`config.mk`:
```
export PLATFORM = sky130hd
export DESIGN_NAME = clock_calendar_unit
export DESIGN_NICKNAME = d
export VERILOG_FILES = /design/src/rtc_calendar_pkg.sv /design/src/clock_calendar_unit.sv /design/src/rtc_prescaler.sv /design/src/bcd_time_counter.sv
export VERILOG_INCLUDE_DIRS = /design/src
export SDC_FILE = /design/constraint.sdc
export NUM_CORES = 1
export LEC_CHECK = 0
export ABC_AREA = 1
export BUFFER_PORTS_ARGS = -buffer_cell sky130_fd_sc_hd__buf_4
export CAP_MARGIN = 10
export CORE_MARGIN = 4
export CORE_UTILIZATION = 30
export CTS_BUF_LIST = sky130_fd_sc_hd__clkbuf_4
export DETAILED_ROUTE_END_ITERATION = 12
export HOLD_SLACK_MARGIN = 0.02
export PLACE_DENSITY_LB_ADDON = 0.2
export SLEW_MARGIN = 20
export SYNTH_ARGS = -nofsm -noshare
export SYNTH_HDL_FRONTEND = slang
export SYNTH_SLANG_ARGS = --single-unit
```
`constraint.sdc`:
```
create_clock -name ref_clk -period 2.6 [get_ports ref_clk]
set_input_delay 0.65 -clock ref_clk [delete_from_list [all_inputs] [get_ports ref_clk]]
set_output_delay 0.65 -clock ref_clk [all_outputs]
set_load 0.1 [all_outputs]
```
`src/rtc_calendar_regs.svh`:
```
// Register offsets, field positions, reset values and timing counts of the calendar block
`ifndef RTC_CALENDAR_REGS_SVH
`define RTC_CALENDAR_REGS_SVH

`define OFS_WEEKDAY_HOURS          8'h00
`define OFS_MINUTES_SECONDS        8'h04
`define OFS_ALARM_MONTH_DAY        8'h08
`define OFS_ALARM_WEEKDAY_HOURS    8'h0C
`define OFS_ALARM_MINUTES_SECONDS  8'h10
`define OFS_CLOCK_CONFIG_CAL       8'h14

`define MASK_WEEKDAY_HOURS         16'h073F
`define MASK_MINUTES_SECONDS       16'h7F7F
`define MASK_MONTH_DAY             16'h1F3F

`define WEEKDAY_LSB                8
`define HOUR_TENS_LSB              4
`define HOUR_ONES_LSB              0
`define MINUTE_TENS_LSB            12
`define MINUTE_ONES_LSB            8
`define SECOND_TENS_LSB            4
`define SECOND_ONES_LSB            0
`define MONTH_TENS_LSB             12
`define MONTH_ONES_LSB             8
`define DAY_TENS_LSB               4
`define DAY_ONES_LSB               0

`define CAL_LSB                    0
`define HALF_SECOND_BIT            11
`define WRITE_ENABLE_BIT           13

`define RESET_VALUE_16             16'h0000
`define RESET_CAL                  8'h00
`define RESET_WRITE_ENABLE         1'b0

`define WEEKDAY_LAST               3'h6
`define BCD_LAST_DIGIT             4'h9
`define TENS_LAST_SIXTY            3'h5
`define HOUR_TENS_LAST             2'h2
`define HOUR_ONES_LAST_DAY         4'h3

`define RTC_CLK_HZ                 32768
`define CAL_STEP_ZEROS             2'b00

`define RESP_OKAY                  2'h0
`define RESP_SLVERR                2'h2

`endif

```
`src/rtc_calendar_pkg.sv`:
```
// State types shared by the calendar block modules
`default_nettype none
package rtc_calendar_pkg;

    typedef struct packed {
        logic        rtc_q;
        logic [15:0] cnt;
        logic [10:0] adj;
        logic        sec;
    } tick_s;

    typedef struct packed {
        logic [2:0] weekday;
        logic [1:0] hour_tens;
        logic [3:0] hour_ones;
        logic [2:0] minute_tens;
        logic [3:0] minute_ones;
        logic [2:0] second_tens;
        logic [3:0] second_ones;
        logic       min_pulse;
    } bcd_s;

    typedef struct packed {
        logic        aw_rdy;
        logic        w_rdy;
        logic        aw_got;
        logic        w_got;
        logic [7:0]  awaddr;
        logic [31:0] wdata;
        logic [3:0]  wstrb;
        logic        bvalid;
        logic [1:0]  bresp;
        logic        ar_rdy;
        logic        rvalid;
        logic [31:0] rdata;
        logic [1:0]  rresp;
        logic [15:0] amd;
        logic [15:0] awh;
        logic [15:0] ams;
        logic [7:0]  cal;
        logic        wren;
    } top_s;

endpackage
`default_nettype wire

```
`src/clock_calendar_unit.sv`:
```
// Calendar time registers, alarm value registers and drift trim behind an AXI4-Lite slave
`timescale 1ns/1ps
`default_nettype none
`include "rtc_calendar_regs.svh"
module clock_calendar_unit #(
    parameter int unsigned SEC_TICKS = `RTC_CLK_HZ
) (
    input  wire logic        ref_clk,
    input  wire logic        rstn,
    input  wire logic        rtc_in,
    input  wire logic [7:0]  awaddr,
    input  wire logic [2:0]  awprot,
    input  wire logic        awvalid,
    output logic             awready,
    input  wire logic [31:0] wdata,
    input  wire logic [3:0]  wstrb,
    input  wire logic        wvalid,
    output logic             wready,
    output logic [1:0]       bresp,
    output logic             bvalid,
    input  wire logic        bready,
    input  wire logic [7:0]  araddr,
    input  wire logic [2:0]  arprot,
    input  wire logic        arvalid,
    output logic             arready,
    output logic [31:0]      rdata,
    output logic [1:0]       rresp,
    output logic             rvalid,
    input  wire logic        rready
);
    import rtc_calendar_pkg::*;

    rtc_calendar_pkg::top_s st_r;
    rtc_calendar_pkg::top_s st_nxt;

    logic [1:0]  ld_wh;
    logic [1:0]  ld_ms;
    logic        clr_half;
    logic        wr_go;
    logic [7:0]  wr_word;
    logic [7:0]  rd_word;
    logic [15:0] wr_data16;
    logic [31:0] rd_data;
    logic [1:0]  rd_resp;
    logic [15:0] wh_val;
    logic [15:0] ms_val;
    logic        sec_tick;
    logic        minute_tick;
    logic        half_sec;

    // Byte-lane merge of a 16-bit register; unassigned bits are dropped by the mask
    function automatic logic [15:0] merge16(
        input logic [15:0] old,
        input logic [15:0] din,
        input logic [1:0]  strb,
        input logic [15:0] mask
    );
        logic [15:0] m;
        m = old;
        for (int i = 0; i < 2; i++) begin
            if (strb[i]) begin
                m[i*8 +: 8] = din[i*8 +: 8];
            end
        end
        return m & mask;
    endfunction

    assign wr_word   = {st_r.awaddr[7:2], 2'b00};
    assign rd_word   = {araddr[7:2], 2'b00};
    assign wr_data16 = st_r.wdata[15:0];

    rtc_prescaler #(
        .TICKS       (SEC_TICKS)
    ) u_prescaler (
        .ref_clk     (ref_clk),
        .rstn        (rstn),
        .rtc_in      (rtc_in),
        .clear       (clr_half),
        .minute_tick (minute_tick),
        .cal         (st_r.cal),
        .sec_tick    (sec_tick),
        .half_sec    (half_sec)
    );

    bcd_time_counter u_time (
        .ref_clk     (ref_clk),
        .rstn        (rstn),
        .sec_tick    (sec_tick),
        .ld_wh       (ld_wh),
        .ld_ms       (ld_ms),
        .wdata       (wr_data16),
        .wh_val      (wh_val),
        .ms_val      (ms_val),
        .minute_tick (minute_tick)
    );

    // Read data mux, evaluated at the address handshake
    always_comb begin
        rd_data = 32'h0000_0000;
        rd_resp = `RESP_OKAY;
        case (rd_word)
            `OFS_WEEKDAY_HOURS: begin
                rd_data[15:0] = wh_val;
            end
            `OFS_MINUTES_SECONDS: begin
                rd_data[15:0] = ms_val;
            end
            `OFS_ALARM_MONTH_DAY: begin
                rd_data[15:0] = st_r.amd;
            end
            `OFS_ALARM_WEEKDAY_HOURS: begin
                rd_data[15:0] = st_r.awh;
            end
            `OFS_ALARM_MINUTES_SECONDS: begin
                rd_data[15:0] = st_r.ams;
            end
            `OFS_CLOCK_CONFIG_CAL: begin
                rd_data[`CAL_LSB +: 8]       = st_r.cal;
                rd_data[`HALF_SECOND_BIT]    = half_sec;
                rd_data[`WRITE_ENABLE_BIT]   = st_r.wren;
            end
            default: begin
                rd_resp = `RESP_SLVERR;
            end
        endcase
    end

    always_comb begin
        st_nxt   = st_r;
        ld_wh    = 2'h0;
        ld_ms    = 2'h0;
        clr_half = 1'b0;
        wr_go    = 1'b0;

        if (awvalid && st_r.aw_rdy) begin
            st_nxt.aw_got = 1'b1;
            st_nxt.awaddr = awaddr;
        end
        if (wvalid && st_r.w_rdy) begin
            st_nxt.w_got = 1'b1;
            st_nxt.wdata = wdata;
            st_nxt.wstrb = wstrb;
        end
        if (st_r.bvalid && bready) begin
            st_nxt.bvalid = 1'b0;
        end

        // Commit once both halves of a write are held and the last response is gone
        if (st_r.aw_got && st_r.w_got && !st_r.bvalid) begin
            wr_go         = 1'b1;
            st_nxt.aw_got = 1'b0;
            st_nxt.w_got  = 1'b0;
            st_nxt.bvalid = 1'b1;
            st_nxt.bresp  = `RESP_OKAY;
            case (wr_word)
                `OFS_WEEKDAY_HOURS: begin
                    if (st_r.wren) begin
                        ld_wh = st_r.wstrb[1:0];
                    end
                end
                `OFS_MINUTES_SECONDS: begin
                    if (st_r.wren) begin
                        ld_ms    = st_r.wstrb[1:0];
                        clr_half = st_r.wstrb[0];
                    end
                end
                `OFS_ALARM_MONTH_DAY: begin
                    if (st_r.wren) begin
                        st_nxt.amd = merge16(st_r.amd, wr_data16, st_r.wstrb[1:0],
                                             `MASK_MONTH_DAY);
                    end
                end
                `OFS_ALARM_WEEKDAY_HOURS: begin
                    if (st_r.wren) begin
                        st_nxt.awh = merge16(st_r.awh, wr_data16, st_r.wstrb[1:0],
                                             `MASK_WEEKDAY_HOURS);
                    end
                end
                `OFS_ALARM_MINUTES_SECONDS: begin
                    st_nxt.ams = merge16(st_r.ams, wr_data16, st_r.wstrb[1:0],
                                         `MASK_MINUTES_SECONDS);
                end
                `OFS_CLOCK_CONFIG_CAL: begin
                    // Trim byte is taken at any time; software picks a safe moment
                    if (st_r.wstrb[0]) begin
                        st_nxt.cal = st_r.wdata[`CAL_LSB +: 8];
                    end
                    if (st_r.wstrb[1]) begin
                        st_nxt.wren = st_r.wdata[`WRITE_ENABLE_BIT];
                    end
                end
                default: begin
                    st_nxt.bresp = `RESP_SLVERR;
                end
            endcase
        end

        if (st_r.rvalid && rready) begin
            st_nxt.rvalid = 1'b0;
        end
        if (arvalid && st_r.ar_rdy) begin
            st_nxt.rvalid = 1'b1;
            st_nxt.rdata  = rd_data;
            st_nxt.rresp  = rd_resp;
        end

        st_nxt.aw_rdy = !st_nxt.aw_got;
        st_nxt.w_rdy  = !st_nxt.w_got;
        st_nxt.ar_rdy = !st_nxt.rvalid;
    end

    always_ff @(posedge ref_clk or negedge rstn) begin
        if (!rstn) begin
            st_r      <= '0;
            st_r.amd  <= `RESET_VALUE_16;
            st_r.awh  <= `RESET_VALUE_16;
            st_r.ams  <= `RESET_VALUE_16;
            st_r.cal  <= `RESET_CAL;
            st_r.wren <= `RESET_WRITE_ENABLE;
        end else begin
            st_r <= st_nxt;
        end
    end

    assign awready = st_r.aw_rdy;
    assign wready  = st_r.w_rdy;
    assign bvalid  = st_r.bvalid;
    assign bresp   = st_r.bresp;
    assign arready = st_r.ar_rdy;
    assign rvalid  = st_r.rvalid;
    assign rdata   = st_r.rdata;
    assign rresp   = st_r.rresp;
endmodule // clock_calendar_unit
`default_nettype wire

```
`src/rtc_prescaler.sv`:
```
// Divides the 32.768 kHz input to seconds and applies the per-minute drift trim
`timescale 1ns/1ps
`default_nettype none
`include "rtc_calendar_regs.svh"
module rtc_prescaler #(
    parameter int unsigned TICKS = `RTC_CLK_HZ
) (
    input  wire logic       ref_clk,
    input  wire logic       rstn,
    input  wire logic       rtc_in,
    input  wire logic       clear,
    input  wire logic       minute_tick,
    input  wire logic [7:0] cal,
    output logic            sec_tick,
    output logic            half_sec
);
    import rtc_calendar_pkg::*;

    localparam logic [16:0] TICKS_W = 17'(TICKS);
    localparam logic [15:0] HALF_W  = 16'(TICKS / 2);

    tick_s       st_r;
    tick_s       st_nxt;
    logic        rise;
    logic [1:0]  step;
    logic [16:0] sum;

    assign rise = rtc_in && !st_r.rtc_q;

    always_comb begin
        st_nxt = st_r;
        st_nxt.sec = 1'b0;
        st_nxt.rtc_q = rtc_in;
        step = 2'h0;
        if (rise) begin
            if ($signed(st_r.adj) > 0) begin
                step = 2'h2;
                st_nxt.adj = st_r.adj - 11'h001;
            end else if ($signed(st_r.adj) < 0) begin
                step = 2'h0;
                st_nxt.adj = st_r.adj + 11'h001;
            end else begin
                step = 2'h1;
            end
        end
        sum = {1'b0, st_r.cnt} + {15'h0000, step};
        if (sum >= TICKS_W) begin
            st_nxt.cnt = 16'(sum - TICKS_W);
            st_nxt.sec = 1'b1;
        end else begin
            st_nxt.cnt = sum[15:0];
        end
        // Trim amount is four pulses per code step, loaded once a minute
        if (minute_tick) begin
            st_nxt.adj = {cal[7], cal, `CAL_STEP_ZEROS};
        end
        if (clear) begin
            st_nxt.cnt = 16'h0000;
        end
    end

    always_ff @(posedge ref_clk or negedge rstn) begin
        if (!rstn) begin
            st_r <= '0;
        end else begin
            st_r <= st_nxt;
        end
    end

    assign sec_tick = st_r.sec;
    assign half_sec = st_r.cnt >= HALF_W;
endmodule // rtc_prescaler
`default_nettype wire

```
`src/bcd_time_counter.sv`:
```
// BCD weekday, hours, minutes and seconds with decimal carries and software load
`timescale 1ns/1ps
`default_nettype none
`include "rtc_calendar_regs.svh"
module bcd_time_counter (
    input  wire logic        ref_clk,
    input  wire logic        rstn,
    input  wire logic        sec_tick,
    input  wire logic [1:0]  ld_wh,
    input  wire logic [1:0]  ld_ms,
    input  wire logic [15:0] wdata,
    output logic [15:0]      wh_val,
    output logic [15:0]      ms_val,
    output logic             minute_tick
);
    import rtc_calendar_pkg::*;

    bcd_s st_r;
    bcd_s st_nxt;

    always_comb begin
        st_nxt = st_r;
        st_nxt.min_pulse = 1'b0;
        if (sec_tick) begin
            if (st_r.second_ones != `BCD_LAST_DIGIT) begin
                st_nxt.second_ones = st_r.second_ones + 4'h1;
            end else begin
                st_nxt.second_ones = 4'h0;
                if (st_r.second_tens != `TENS_LAST_SIXTY) begin
                    st_nxt.second_tens = st_r.second_tens + 3'h1;
                end else begin
                    st_nxt.second_tens = 3'h0;
                    st_nxt.min_pulse = 1'b1;
                    if (st_r.minute_ones != `BCD_LAST_DIGIT) begin
                        st_nxt.minute_ones = st_r.minute_ones + 4'h1;
                    end else begin
                        st_nxt.minute_ones = 4'h0;
                        if (st_r.minute_tens != `TENS_LAST_SIXTY) begin
                            st_nxt.minute_tens = st_r.minute_tens + 3'h1;
                        end else begin
                            st_nxt.minute_tens = 3'h0;
                            if (st_r.hour_tens == `HOUR_TENS_LAST
                                && st_r.hour_ones == `HOUR_ONES_LAST_DAY) begin
                                st_nxt.hour_tens = 2'h0;
                                st_nxt.hour_ones = 4'h0;
                                st_nxt.weekday = (st_r.weekday >= `WEEKDAY_LAST)
                                    ? 3'h0 : st_r.weekday + 3'h1;
                            end else if (st_r.hour_ones == `BCD_LAST_DIGIT) begin
                                st_nxt.hour_ones = 4'h0;
                                st_nxt.hour_tens = st_r.hour_tens + 2'h1;
                            end else begin
                                st_nxt.hour_ones = st_r.hour_ones + 4'h1;
                            end
                        end
                    end
                end
            end
        end
        if (ld_wh[1]) begin
            st_nxt.weekday = wdata[`WEEKDAY_LSB +: 3];
        end
        if (ld_wh[0]) begin
            st_nxt.hour_tens = wdata[`HOUR_TENS_LSB +: 2];
            st_nxt.hour_ones = wdata[`HOUR_ONES_LSB +: 4];
        end
        if (ld_ms[1]) begin
            st_nxt.minute_tens = wdata[`MINUTE_TENS_LSB +: 3];
            st_nxt.minute_ones = wdata[`MINUTE_ONES_LSB +: 4];
        end
        if (ld_ms[0]) begin
            st_nxt.second_tens = wdata[`SECOND_TENS_LSB +: 3];
            st_nxt.second_ones = wdata[`SECOND_ONES_LSB +: 4];
        end
    end

    always_ff @(posedge ref_clk or negedge rstn) begin
        if (!rstn) begin
            st_r <= '0;
        end else begin
            st_r <= st_nxt;
        end
    end

    assign wh_val = {5'h00, st_r.weekday, 2'h0, st_r.hour_tens, st_r.hour_ones};
    assign ms_val = {1'b0, st_r.minute_tens, st_r.minute_ones,
                     1'b0, st_r.second_tens, st_r.second_ones};
    assign minute_tick = st_r.min_pulse;
endmodule // bcd_time_counter
`default_nettype wire

```
; ---- After elaboration in Yosys (flattened, before gate mapping)
; Index checks and enable logic that the tools add are counted.
[totals]
reg_bits = 148
input_bits = 66
[op_classes]
addsub = 11
order_cmp = 5
eq_ne = 29
n_mux = 53
n_reduce_logical = 42
[ops]
columns = operator, n
row1 = 2-to-1 mux 16 bit, 3
row2 = case mux 8 bit (6 select lines), 1
row3 = 2-to-1 mux 11 bit, 4
row4 = 2-to-1 mux 35 bit, 1
row5 = == test 6 x 2 -> 1 bit (second input constant), 4
row6 = == test 6 x 3 -> 1 bit (second input constant), 4
row7 = 2-to-1 mux 24 bit, 1
row8 = != test 2 bit (second input constant), 12
row9 = 2-to-1 mux 2 bit, 11
row10 = AND reduction 4 bit, 5
row11 = 2-to-1 mux 19 bit, 1
row12 = 2-to-1 mux 3 bit, 6
row13 = adder 16 x 2 -> 17 bit, 1
row14 = greater-or-equal comparator 17 x 16 -> 1 bit (second input constant), 1
row15 = greater-or-equal comparator 16 x 15 -> 1 bit (second input constant), 1
row16 = zero test 8 bit, 2
row17 = subtractor 16 bit (second input constant), 1
row18 = case mux 3 bit (5 select lines), 1
row19 = AND reduction 3 bit, 5
row20 = 2-to-1 mux 7 bit, 2
row21 = nonzero test 2 bit, 7
row22 = adder 4 x 1 -> 4 bit (second input constant), 3
row23 = == test 6 x 1 -> 1 bit (second input constant), 2
row24 = 2-to-1 mux 12 bit, 1
row25 = 26 further kinds, 60

; ---- Depth between registers and ports, before layout
; Gate-level depths: netlist of the first run.
[logic_depth]
depth_word = 9
depth_mapped = 17
mapped_depth_nobuf = 17

; ---- Hierarchy
; A second synthesis of the first run with hierarchy kept.
[unflattened]
hier_cells = 1124
hier_area_um2 = 8543.2
[modules_own_cells]
columns = mod, n_inst, cells_each, area_per_inst_um2, seq_area_each_um2
row1 = clock_calendar_unit, 1, 595, 4789.6, 2302.2
row2 = rtc_prescaler, 1, 279, 1984.4, 725.7
row3 = bcd_time_counter, 1, 250, 1769.2, 600.6

; ---- Worst setup path before layout of the first run
; Ideal clock, no wire load.
[synth_timing]
path_kind = input to register
startpoint = input port rtc_in
endpoint = register u_prescaler.st_r, in the netlist u_prescaler.sec_tick
arrival_ps = 2153
t_required_ps = 2524
slack_ps = 371
cell_stages = 13
path_cell_list = inv_1 > nor2_1 > nand2_1 > nor2_1 > fa_1 > nand2_1 > nor2_1 > nand4_1 > nor2_1 > nand2_1 > nand2_1 > inv_1 > o21ai_1
[synth_rtl]
columns = element, line_no
row1 = "start, declared", clock_calendar_unit.sv:10  ; input wire logic rtc_in,
row2 = "end signal, assigned", rtc_prescaler.sv:66  ; st_r <= st_nxt;
row3 = "end, declared", rtc_prescaler.sv:22  ; tick_s st_r;

==> results.py, run 1 <==
metrics = {
    "status": {
        "status": "complete, no violations",
    },
    "placed_design": {
        "place.gp.congestion": 0.8677,
        "port_buffers": 58,
        "hpwlAfterDp_mm": 14.82,
        "pre_cts_ws_ps": 89.93,
    },
    "synth": {
        "postSynthCellCount": 997,
        "synth_cell_types": 45,
        "yosys.area_share.adder_pct": 3.413,
        "synth_simple_gate_area_share_pct": 27.48,
        "leading_area_contributor_after_synthesis": "sky130_fd_sc_hd__dfrtp_1",
        "postSynthRegisterBits": 143,
        "yosys_warnings": 0,
        "synth_compound_area_share_pct": 10.79,
        "yosys-mux-area-fraction_pct": 0.2898,
        "synth_top_area_share_pct": 46.05,
        "synth_area_um2": 7771,
        "synth_xor_xnor_area_share_pct": 1.803,
        "synth-edff-count": 0,
        "ys_seq_area_share_pct": 46.05,
        "async_flop_share_pct": 100.0,
        "ys_top_cells_by_area": "sky130_fd_sc_hd__dfrtp_1 46%, sky130_fd_sc_hd__nand2_1 14%, sky130_fd_sc_hd__inv_1 5.1%",
        "synthFlopType": "sky130_fd_sc_hd__dfrtp_1",
        "main_combinational_cell_family_by_area_after_synthesis": "simple AND/OR/NAND/NOR gates",
        "synthesis.area_per_instance_um2": 7.795,
    },
    "global_route": {
        "maximum_number_of_pins_on_one_net_before_global_route_repair": 63,
        "number_of_global_route_vias_before_repair": 6208,
        "overflow": 0,
        "grt_pass1_wl_mm": 32.60,
        "grt_antenna_before_repair": 1,
        "grtUsageTotal_pct": 14.33,
    },
    "floorplanning": {
        "overall_die_width_um": 168.9,
        "initial_core_util_pct": 30.68,
        "io_pins": 107,
        "placementRows": 58,
        "design.die.area_um2": 28540,
        "vertical_die_dimension_um": 168.9,
        "core_um2": 25330,
    },
    "critical_path": {
        "critPathCaptureType": "flop",
        "worstSetupPathType": "reg2reg",
        "arrival_ps": 2910,
        "path_max_fanout": 6,
        "cp.required_ps": 3060,
        "setup.worst_path.start_class": "flop",
    },
    "timing": {
        "timing.final.crit_share_pct": 94.24,
        "slew_viol_final": 0,
        "final.setup_skew_ps": 18.79,
        "finalCriticalPeriod_ps": 2450,
        "worst_slew_margin_relative_to_its_limit_pct": 60.90,
        "grt_setup_unrepaired": "yes",
        "setup_viol": 0,
        "fmax_mhz": 408.1,
        "least_margin_pin_slew_ps": 585.1,
        "layout_setup_ws_ps": 149.8,
        "final_hold_vios": 0,
    },
    "power_and_ir_drop": {
        "vdd.ir_drop.worst_mv": 0.5988,
        "power_density_nw_per_um2": 875.4,
        "p_int_uw": 4488,
        "net-switching-power_uw": 3352,
        "cellLeakagePower_uw": 0.004365,
        "power.share.clock_pct": 19.8,
        "comb_power_share_pct": 39.8,
        "power_switching_share_pct": 42.75,
        "sequentialPowerShare_pct": 40.4,
    },
    "clock_network": {
        "tritoncts": "yes",
        "clock_tree.buffer_depth": 2,
        "cts_inserted_buffers": 17,
        "clock_sinks": 143,
        "worst_skew_pair.late_latency_ps": 550,
        "ctsHtreeMaxLevel": 4,
        "clock-root-buffer": "sky130_fd_sc_hd__clkbuf_4",
        "cts.reportedPaths.clkPinSlew_ps": 130,
    },
    "final_layout": {
        "nets": 1146,
        "layout-drive-gt1-share_pct": 15.67,
        "area_growth_pct": 15.23,
        "post-route-util_pct": 35.36,
        "final_common_cell": "sky130_fd_sc_hd__nand2_1",
        "final_cell_mix": "297 x sky130_fd_sc_hd__nand2_1, 142 x sky130_fd_sc_hd__dfrtp_1, 105 x sky130_fd_sc_hd__inv_1, 77 x sky130_fd_sc_hd__nor2_1, 74 x sky130_fd_sc_hd__o21ai_0",
    },
    "route": {
        "detail_route.wirelength_mm": 20.11,
        "first_pass_iters": 5,
        "drt-initial-drc-count": 379,
        "antenna_violating_nets_post_route": 0,
        "routed_via_count": 6396,
        "vias_per_cell": 4.556,
        "avgRoutedWirePerCell_um": 14.33,
        "drt_drc_violations_left": 0,
    },
    "min_path": {
        "min-delay-path-class": "in2reg",
    },
    "job": {
        "max_cap_violations": 0,
    },
}
-- sequential cells by signal, indices dropped and copies added, names as in the netlist --
| name | cells |
|---|---|
| arready | 1 |
| awready | 1 |
| bresp | 1 |
| bvalid | 1 |
| rdata | 15 |
| rresp | 1 |
| rvalid | 1 |
| st_r | 68 |
| u_prescaler.sec_tick | 1 |
| u_prescaler.st_r | 28 |
| u_time.minute_tick | 1 |
| u_time.ms_val | 14 |
| u_time.wh_val | 9 |
| wready | 1 |
-- worst paths after layout --
check	startpoint	end	cells after the start	slack [ps]
max	u_prescaler.st_r[6]	u_prescaler.st_r[26]	11	150
max in group asynchronous	rstn	st_r[103]	3	1470
min reg2reg	rvalid	arready	1	480
min	rtc_in	u_prescaler.st_r[28]	1	210
min in group asynchronous	rstn	st_r[18]	2	500
max reg2reg	u_prescaler.st_r[6]	u_prescaler.st_r[26]	11	150
-- synth_stat cells (12+ instances only) --
master,number
sky130_fd_sc_hd__nand2_1,298
sky130_fd_sc_hd__dfrtp_1,143
sky130_fd_sc_hd__inv_1,106
sky130_fd_sc_hd__nor2_1,80
sky130_fd_sc_hd__o21ai_0,74
sky130_fd_sc_hd__nand3_1,61
sky130_fd_sc_hd__a21oi_1,42
sky130_fd_sc_hd__buf_4,37
sky130_fd_sc_hd__ha_1,18
sky130_fd_sc_hd__o21ai_1,15
sky130_fd_sc_hd__nor2_2,12
-- metrics by stage --
step	setup TNS, ps	hold WS (ps)	std cells	area [µm²]	power (µW)
after floorplan	0	354.4	1015	7839	5291
after global placement	0	459.3	1361	8432	5995
after detailed placement	0	457.6	1361	8432	6008
after CTS	0	157.9	1393	8743	7587
after global routing	-118.2	144.7	1404	8955	8447
final	0	208.9	1404	8955	7839
-- power by group through the flow --
stage	clock network [µW]	logic (µW)	registers [µW]
2_1_floorplan	0	2030	3260
3_3_place_gp	0	2810	3190
3_5_place_dp	0	2820	3190
4_1_cts	1610	2830	3150
5_1_grt	1690	3510	3240
6_report	1550	3120	3170
-- worst max-delay path, stage by stage (launching register included) --
cell and delay (ps):
sky130_fd_sc_hd__dfrtp_1 420, sky130_fd_sc_hd__or2_0 240, sky130_fd_sc_hd__nor2_1 140, sky130_fd_sc_hd__nand2_2 150
sky130_fd_sc_hd__nor3_2 140, sky130_fd_sc_hd__ha_2 210, sky130_fd_sc_hd__fa_1 180, sky130_fd_sc_hd__nand2_1 90
sky130_fd_sc_hd__nor2_1 230, sky130_fd_sc_hd__nand3_1 150, sky130_fd_sc_hd__or2_2 290, sky130_fd_sc_hd__a21oi_1 120
-- metal layers --
| metal | share of wire, % | track usage [%] |
|---|---|---|
| met5 | 0 | 0 |
| met4 | 0.80 | 2.646 |
| met3 | 3.6 | 2.989 |
| met2 | 46 | 23.11 |
| met1 | 49 | 20.15 |
-- cell families (layout without fill, tap and decap cells) --
family	Yosys count	after routing
mux	2	2
fa+ha+maj	20	20
simple gates	494	494
buf+inv	167	224
xor+xnor	16	16
flops	143	143
compound gates	154	154
other cells	1	21
-- layout make-up --
type,count,area (µm²)
well taps,330,412.9
clock buffers,18,135.1
multi-input cells,705,3595
flip-flops and latches,143,3580
repair buffers,76,614.3
fillers,2728,16370
inverters,116,439.2
clock inverters,13,166.4
repair inverters,1,7.507
diodes,2,5.005
-- what timing repair did --
action / 4_1_cts / 5_1_grt
hold buffers: 1 / 0
buffers inserted: 0 / 8
endpoints found under the hold margin: 19 / 0
resized for setup: 0 / 22
endpoints found under the setup margin: 0 / 11
Note: power is estimated with default switching activity, not from simulation.
==> run 2, diff against run 1 <==
- RECOVER_POWER: default -> 100
==> run 2 against run 1 <==
  * Largest power group unchanged
  * Clock skew decreased by 0.61 ps
  * Critical path type unchanged
  * Setup slack got worse by 3.0 ps
  * Sequential share of layout area increased by 0.32 points
==> results.py, run 2 (synthesis gave the netlist of run 1 again) <==
metrics = {
    "status": {
        "status": "complete, no violations",
    },
    "placed_design": {
        "place.gp.congestion": 0.8677,
        "hpwlAfterDp_mm": 14.82,
        "port_buffers": 58,
        "dpl_cell_area_um2": 8432,
    },
    "timing": {
        "fmax_mhz": 407.6,
        "finalCriticalPeriod_ps": 2453,
        "final_hold_vios": 0,
        "timing.final.crit_share_pct": 94.35,
        "final.setup_skew_ps": 18.17,
        "worst_slew_margin_relative_to_its_limit_pct": 16.43,
        "setup_viol": 0,
        "grt_setup_unrepaired": "yes",
        "least_margin_pin_slew_ps": 1254,
        "slew_viol_final": 0,
    },
    "clock_network": {
        "worst_skew_pair.late_latency_ps": 560,
        "clock-root-buffer": "sky130_fd_sc_hd__clkbuf_4",
        "cts.reportedPaths.clkPinSlew_ps": 130,
        "cts_inserted_buffers": 17,
        "clock_tree.buffer_depth": 2,
        "clock_sinks": 143,
        "ctsHtreeMaxLevel": 4,
        "tritoncts": "yes",
    },
    "critical_path": {
        "timing.reg2reg.worst_path_depth": 11,
        "critPathSlowestCell": "sky130_fd_sc_hd__dfrtp_1",
        "worstSetupPathType": "reg2reg",
        "critPathCaptureType": "flop",
        "critPathTopFamily": "simple AND/OR/NAND/NOR gates",
        "max_stage_delay_on_crit_path_ps": 420,
        "path_max_fanout": 6,
        "setup.worst_path.start_class": "flop",
        "cp.required_ps": 3070,
        "crit_path_top_cell_by_count": "sky130_fd_sc_hd__nor2_1",
        "critical_path.cell_chain": "or2_0, nor2_1, nand2_2, nor3_2, ha_2, fa_1, nand2_1, nor2_1, nand3_1, or2_2, a21oi_1",
        "number_of_cells_on_the_critical_path": 11,
        "cp.buffers_inverters": 0,
        "arrival_ps": 2930,
    },
    "min_path": {
        "whs_path_depth": 1,
        "min-delay-path-class": "in2reg",
    },
    "final_layout": {
        "final_common_cell": "sky130_fd_sc_hd__nand2_1",
        "final_cell_mix": "299 x sky130_fd_sc_hd__nand2_1, 142 x sky130_fd_sc_hd__dfrtp_1, 107 x sky130_fd_sc_hd__inv_1, 81 x sky130_fd_sc_hd__o21ai_0, 78 x sky130_fd_sc_hd__nor2_1",
        "nFillCells": 2740,
        "max_flop_register": "st_r",
        "final-seq-area_um2": 3580,
        "nets": 1146,
        "stdcell_area_um2": 8885,
        "largest_register_ff_count": 68,
        "multiInputGateArea_um2": 3548,
        "area_growth_pct": 14.33,
        "layout-drive-gt1-share_pct": 14.65,
    },
    "route": {
        "drt-initial-drc-count": 369,
        "detail_route.wirelength_mm": 20.14,
        "avgRoutedWirePerCell_um": 14.34,
        "antenna_violating_nets_post_route": 0,
        "drt_drc_violations_left": 0,
        "first_pass_iters": 6,
        "routed_via_count": 6411,
        "vias_per_cell": 4.566,
    },
    "floorplanning": {
        "io_pins": 107,
        "initial_core_util_pct": 30.68,
        "placementRows": 58,
        "overall_die_width_um": 168.9,
        "design.die.area_um2": 28540,
        "core_um2": 25330,
        "vertical_die_dimension_um": 168.9,
    },
    "global_route": {
        "grt_antenna_before_repair": 1,
        "maximum_number_of_pins_on_one_net_before_global_route_repair": 63,
        "grt_pass1_wl_mm": 32.60,
        "overflow": 0,
        "number_of_global_route_vias_before_repair": 6208,
        "grtUsageTotal_pct": 14.33,
    },
    "power_and_ir_drop": {
        "power_density_nw_per_um2": 876.3,
        "design_power_total_uw": 7786,
        "cellLeakagePower_uw": 0.004341,
        "vdd.ir_drop.worst_mv": 0.5539,
    },
    "job": {
        "max_cap_violations": 0,
    },
}
## run 2: cell types whose count changed in the layout (fill, tap and decap cells not counted), sizes merged
cell / previous run / this run
buf: 75 / 71
clkbuf: 18 / 22
## run 2: path summary, 6_finish.rpt
| check | slack (ps) | endpoint | startpoint |
|---|---|---|---|
| worst max-delay path | 150 | u_prescaler.st_r[26] | u_prescaler.st_r[6] |
| worst min-delay path | 220 | u_prescaler.st_r[28] | rtc_in |
| worst max register to register | 150 | u_prescaler.st_r[26] | u_prescaler.st_r[6] |
| worst min register to register | 470 | arready | rvalid |
| max in group asynchronous | 530 | st_r[103] | rstn |
| min in group asynchronous | 860 | st_r[18] | rstn |
## run 2: per-layer routing
layer	up-vias	GRT usage (%)	wire length, µm
li1	3257	-	-
met2	103	23.11	9373
met1	3039	20.15	9849
met5	-	0	0
met3	12	2.989	740
met4	0	2.646	170
## run 2: per-stage QoR
stage / setup TNS (ps) / worst slack, ps / std cells / hold slack (ps) / util [%]
after global placement: 0 / 115.6 / 1361 / 459.3 / 33.29
final: 0 / 146.9 / 1404 / 222.2 / 35.08
after global routing: -118.3 / -52.73 / 1404 / 169.3 / 35.08
after detailed placement: 0 / 89.93 / 1361 / 457.6 / 33.29
after CTS: 0 / 51.67 / 1393 / 157.9 / 34.52
after floorplan: 0 / 371.0 / 1015 / 354.4 / -
## run 2: final cells by class
| type | instances | share of cell area [%] |
|---|---|---|
| repair inverters | 1 | 0.08450 |
| well taps | 330 | 4.647 |
| flip-flops and latches | 143 | 40.29 |
| clock inverters | 13 | 1.873 |
| diodes | 2 | 0.05633 |
| clock buffers | 18 | 1.521 |
| inverters | 116 | 4.943 |
| repair buffers | 76 | 6.647 |
| multi-input cells | 705 | 39.94 |
## run 2: power breakdown
part           internal (µW)  switching (µW)  total [µW]
Combinational           1060            2020        3080
Clock                    676             874        1550
Sequential              2730             427        3160
Total                   4470            3320        7790
## run 2: worst register-to-register path, cell delays in order, from the launching register on
cell and delay, ps:
sky130_fd_sc_hd__dfrtp_1 420, sky130_fd_sc_hd__or2_0 240, sky130_fd_sc_hd__nor2_1 140, sky130_fd_sc_hd__nand2_2 150, sky130_fd_sc_hd__nor3_2 140, sky130_fd_sc_hd__ha_2 210
sky130_fd_sc_hd__fa_1 180, sky130_fd_sc_hd__nand2_1 90, sky130_fd_sc_hd__nor2_1 230, sky130_fd_sc_hd__nand3_1 150, sky130_fd_sc_hd__or2_2 290, sky130_fd_sc_hd__a21oi_1 120
## run 2: repair_timing
| item | in CTS | in global routing |
|---|---|---|
| gates resized for setup | 0 | 22 |
| hold buffers | 1 | 0 |
| endpoints found under the setup margin | 0 | 11 |
| endpoints found under the hold margin | 19 | 0 |
| setup buffers | 0 | 8 |
==> run 3, diff against run 2 <==
- CELL_PAD_IN_SITES_DETAIL_PLACEMENT: default -> 0
- CELL_PAD_IN_SITES_GLOBAL_PLACEMENT: default -> 1
==> run 3 against run 2 <==
  * Clock-buffer cell count unchanged
  * Via count down 1.3%
  * Critical path type unchanged
  * Die area unchanged
  * Clock power grew 6%
  * Critical endpoint is now u_prescaler.st_r[10]
  * Utilization is 0.50 points lower
  * Global-route usage grew 0.66 points
  * Setup slack improved by 7.3 ps
  * Critical path depth up 3
==> results.py, run 3 (synthesis gave the netlist of run 1 again) <==
metrics = {
    "status": {
        "status": "complete, no violations",
    },
    "final_layout": {
        "max_flop_register": "st_r",
        "largest_register_ff_count": 68,
        "final-seq-area_um2": 3578,
        "final_common_cell": "sky130_fd_sc_hd__nand2_1",
        "nets": 1141,
        "final_cell_mix": "300 x sky130_fd_sc_hd__nand2_1, 143 x sky130_fd_sc_hd__dfrtp_1, 108 x sky130_fd_sc_hd__inv_1, 86 x sky130_fd_sc_hd__o21ai_0, 82 x sky130_fd_sc_hd__nor2_1",
        "layout-drive-gt1-share_pct": 13.01,
        "area_growth_pct": 12.70,
        "nFillCells": 2764,
        "multiInputGateArea_um2": 3475,
        "post-route-util_pct": 34.58,
    },
    "clock_network": {
        "tritoncts": "yes",
        "cts.reportedPaths.clkPinSlew_ps": 130,
        "worst_skew_pair.late_latency_ps": 550,
        "clock_sinks": 143,
        "ctsHtreeMaxLevel": 4,
        "clock_tree.buffer_depth": 2,
        "clock-root-buffer": "sky130_fd_sc_hd__clkbuf_4",
        "cts_inserted_buffers": 17,
    },
    "power_and_ir_drop": {
        "power_density_nw_per_um2": 881.1,
        "p_int_uw": 4431,
        "power.share.clock_pct": 21.3,
        "sequentialPowerShare_pct": 40.7,
        "power_switching_share_pct": 42.58,
        "vdd.ir_drop.worst_mv": 0.6564,
        "net-switching-power_uw": 3286,
        "comb_power_share_pct": 38.0,
        "cellLeakagePower_uw": 0.004333,
    },
    "floorplanning": {
        "io_pins": 107,
        "initial_core_util_pct": 30.68,
        "placementRows": 58,
        "core_um2": 25330,
        "design.die.area_um2": 28540,
        "vertical_die_dimension_um": 168.9,
        "overall_die_width_um": 168.9,
    },
    "timing": {
        "least_margin_pin_slew_ps": 1207,
        "fmax_mhz": 408.9,
        "slew_viol_final": 0,
        "grt_setup_unrepaired": "yes",
        "worst_slew_margin_relative_to_its_limit_pct": 19.55,
        "final_hold_vios": 0,
        "timing.final.crit_share_pct": 94.07,
        "setup_viol": 0,
        "finalCriticalPeriod_ps": 2446,
        "finalHoldWorstSlack_ps": 234.5,
        "final.setup_skew_ps": 24.02,
    },
    "min_path": {
        "min-delay-path-class": "in2reg",
        "holdPathEnd": "u_prescaler.st_r[28]",
        "whs_path_depth": 1,
        "worstHoldStart": "rtc_in",
    },
    "critical_path": {
        "critPathCaptureType": "flop",
        "timing.reg2reg.worst_path_depth": 14,
        "worstSetupPathType": "reg2reg",
        "setup.worst_path.start_class": "flop",
        "worst-r2r-setup-slack_ps": 150,
        "arrival_ps": 2900,
        "cp.required_ps": 3050,
        "path_max_fanout": 5,
        "critical_path.reg2reg.startpoint": "u_prescaler.st_r[6]",
        "critical_path.reg2reg.endpoint": "u_prescaler.st_r[10]",
    },
    "route": {
        "drt-initial-drc-count": 424,
        "avgRoutedWirePerCell_um": 14.92,
        "first_pass_iters": 5,
        "vias_per_cell": 4.519,
        "routed_via_count": 6326,
        "antenna_violating_nets_post_route": 0,
        "drt_drc_violations_left": 0,
        "detail_route.wirelength_mm": 20.89,
    },
    "global_route": {
        "grtUsageTotal_pct": 15.00,
        "grt_pass1_wl_mm": 34.00,
        "maximum_number_of_pins_on_one_net_before_global_route_repair": 44,
        "number_of_global_route_vias_before_repair": 6332,
        "grt_antenna_before_repair": 1,
        "overflow": 0,
    },
    "placed_design": {
        "hpwlAfterDp_mm": 15.57,
        "place.gp.congestion": 0.8267,
        "port_buffers": 58,
    },
    "job": {
        "max_cap_violations": 0,
    },
}
-- run 3: changes by cell type in the layout (fill, tap and decap cells not counted), sizes merged --
cell / previous run / this run
clkinvlp: 5 / 3
bufinv: 3 / 4
clkinv: 7 / 9
buf: 71 / 56
clkbuf: 22 / 32
-- run 3: per-layer routing --
layer	part of all wire [%]	GRT usage, %	up-vias
met5	0	0	-
met4	0.82	2.505	0
met3	3.0	3.106	10
met2	46	24.10	86
met1	50	21.26	2987
li1	-	-	3243
-- run 3: final cells by class --
cell class | instances | area share [%]
diodes | 2 | 0.05714
clock buffers | 18 | 1.543
clock inverters | 14 | 2.171
inverters | 116 | 5.014
multi-input cells | 705 | 39.67
flip-flops and latches | 143 | 40.86
well taps | 330 | 4.714
repair buffers | 71 | 5.886
repair inverters | 1 | 0.08571
-- run 3: critical path, stage by stage (launching register included) --
cell	delay, ps
sky130_fd_sc_hd__dfrtp_1	420
sky130_fd_sc_hd__or2_0	260
sky130_fd_sc_hd__nor2_1	130
sky130_fd_sc_hd__nand2_2	120
sky130_fd_sc_hd__nand2_4	120
sky130_fd_sc_hd__clkinvlp_4	170
sky130_fd_sc_hd__buf_4	180
sky130_fd_sc_hd__ha_4	290
sky130_fd_sc_hd__nand2_1	100
sky130_fd_sc_hd__nor2_1	130
sky130_fd_sc_hd__nand3_1	80
sky130_fd_sc_hd__nand3_1	130
sky130_fd_sc_hd__nand3_1	90
sky130_fd_sc_hd__nand3_1	80
sky130_fd_sc_hd__nand2_1	50
-- run 3: worst max-delay path by stage --
stage | cells after the start | startpoint | end
floorplan | 13 | rtc_in | u_prescaler.sec_tick
global placement | 14 | u_prescaler.st_r[6] | u_prescaler.sec_tick
detailed placement | 14 | u_prescaler.st_r[6] | u_prescaler.st_r[24]
CTS | 14 | u_prescaler.st_r[6] | u_prescaler.sec_tick
global route | 15 | u_prescaler.st_r[6] | u_prescaler.st_r[8]
finish | 14 | u_prescaler.st_r[6] | u_prescaler.st_r[10]
-- run 3: timing repair --
item	4_1_cts	5_1_grt
endpoints found under the hold margin	37	0
resized for setup	0	14
endpoints found under the setup margin	0	7
setup buffers	0	2
hold buffers	1	0
-- run 3: power by group through the flow --
stage / Combinational (µW) / Clock, µW / Sequential, µW
6_report: 2940 / 1640 / 3140
5_1_grt: 3350 / 1800 / 3220
4_1_cts: 2850 / 1710 / 3150
3_5_place_dp: 2830 / 0 / 3190
3_3_place_gp: 2830 / 0 / 3190
2_1_floorplan: 2030 / 0 / 3260
-- run 3: through the flow --
step                      power, µW  setup WS (ps)  setup TNS, ps  cell area (µm²)  std cells
after floorplan                5291          371.0              0             7839       1015
after global placement         6020          111.8              0             8439       1362
after detailed placement       6022          113.9              0             8439       1362
after CTS                      7709          94.12              0             8775       1395
after global routing           8364         -19.08         -51.05             8758       1400
final                          7717          154.2              0             8758       1400
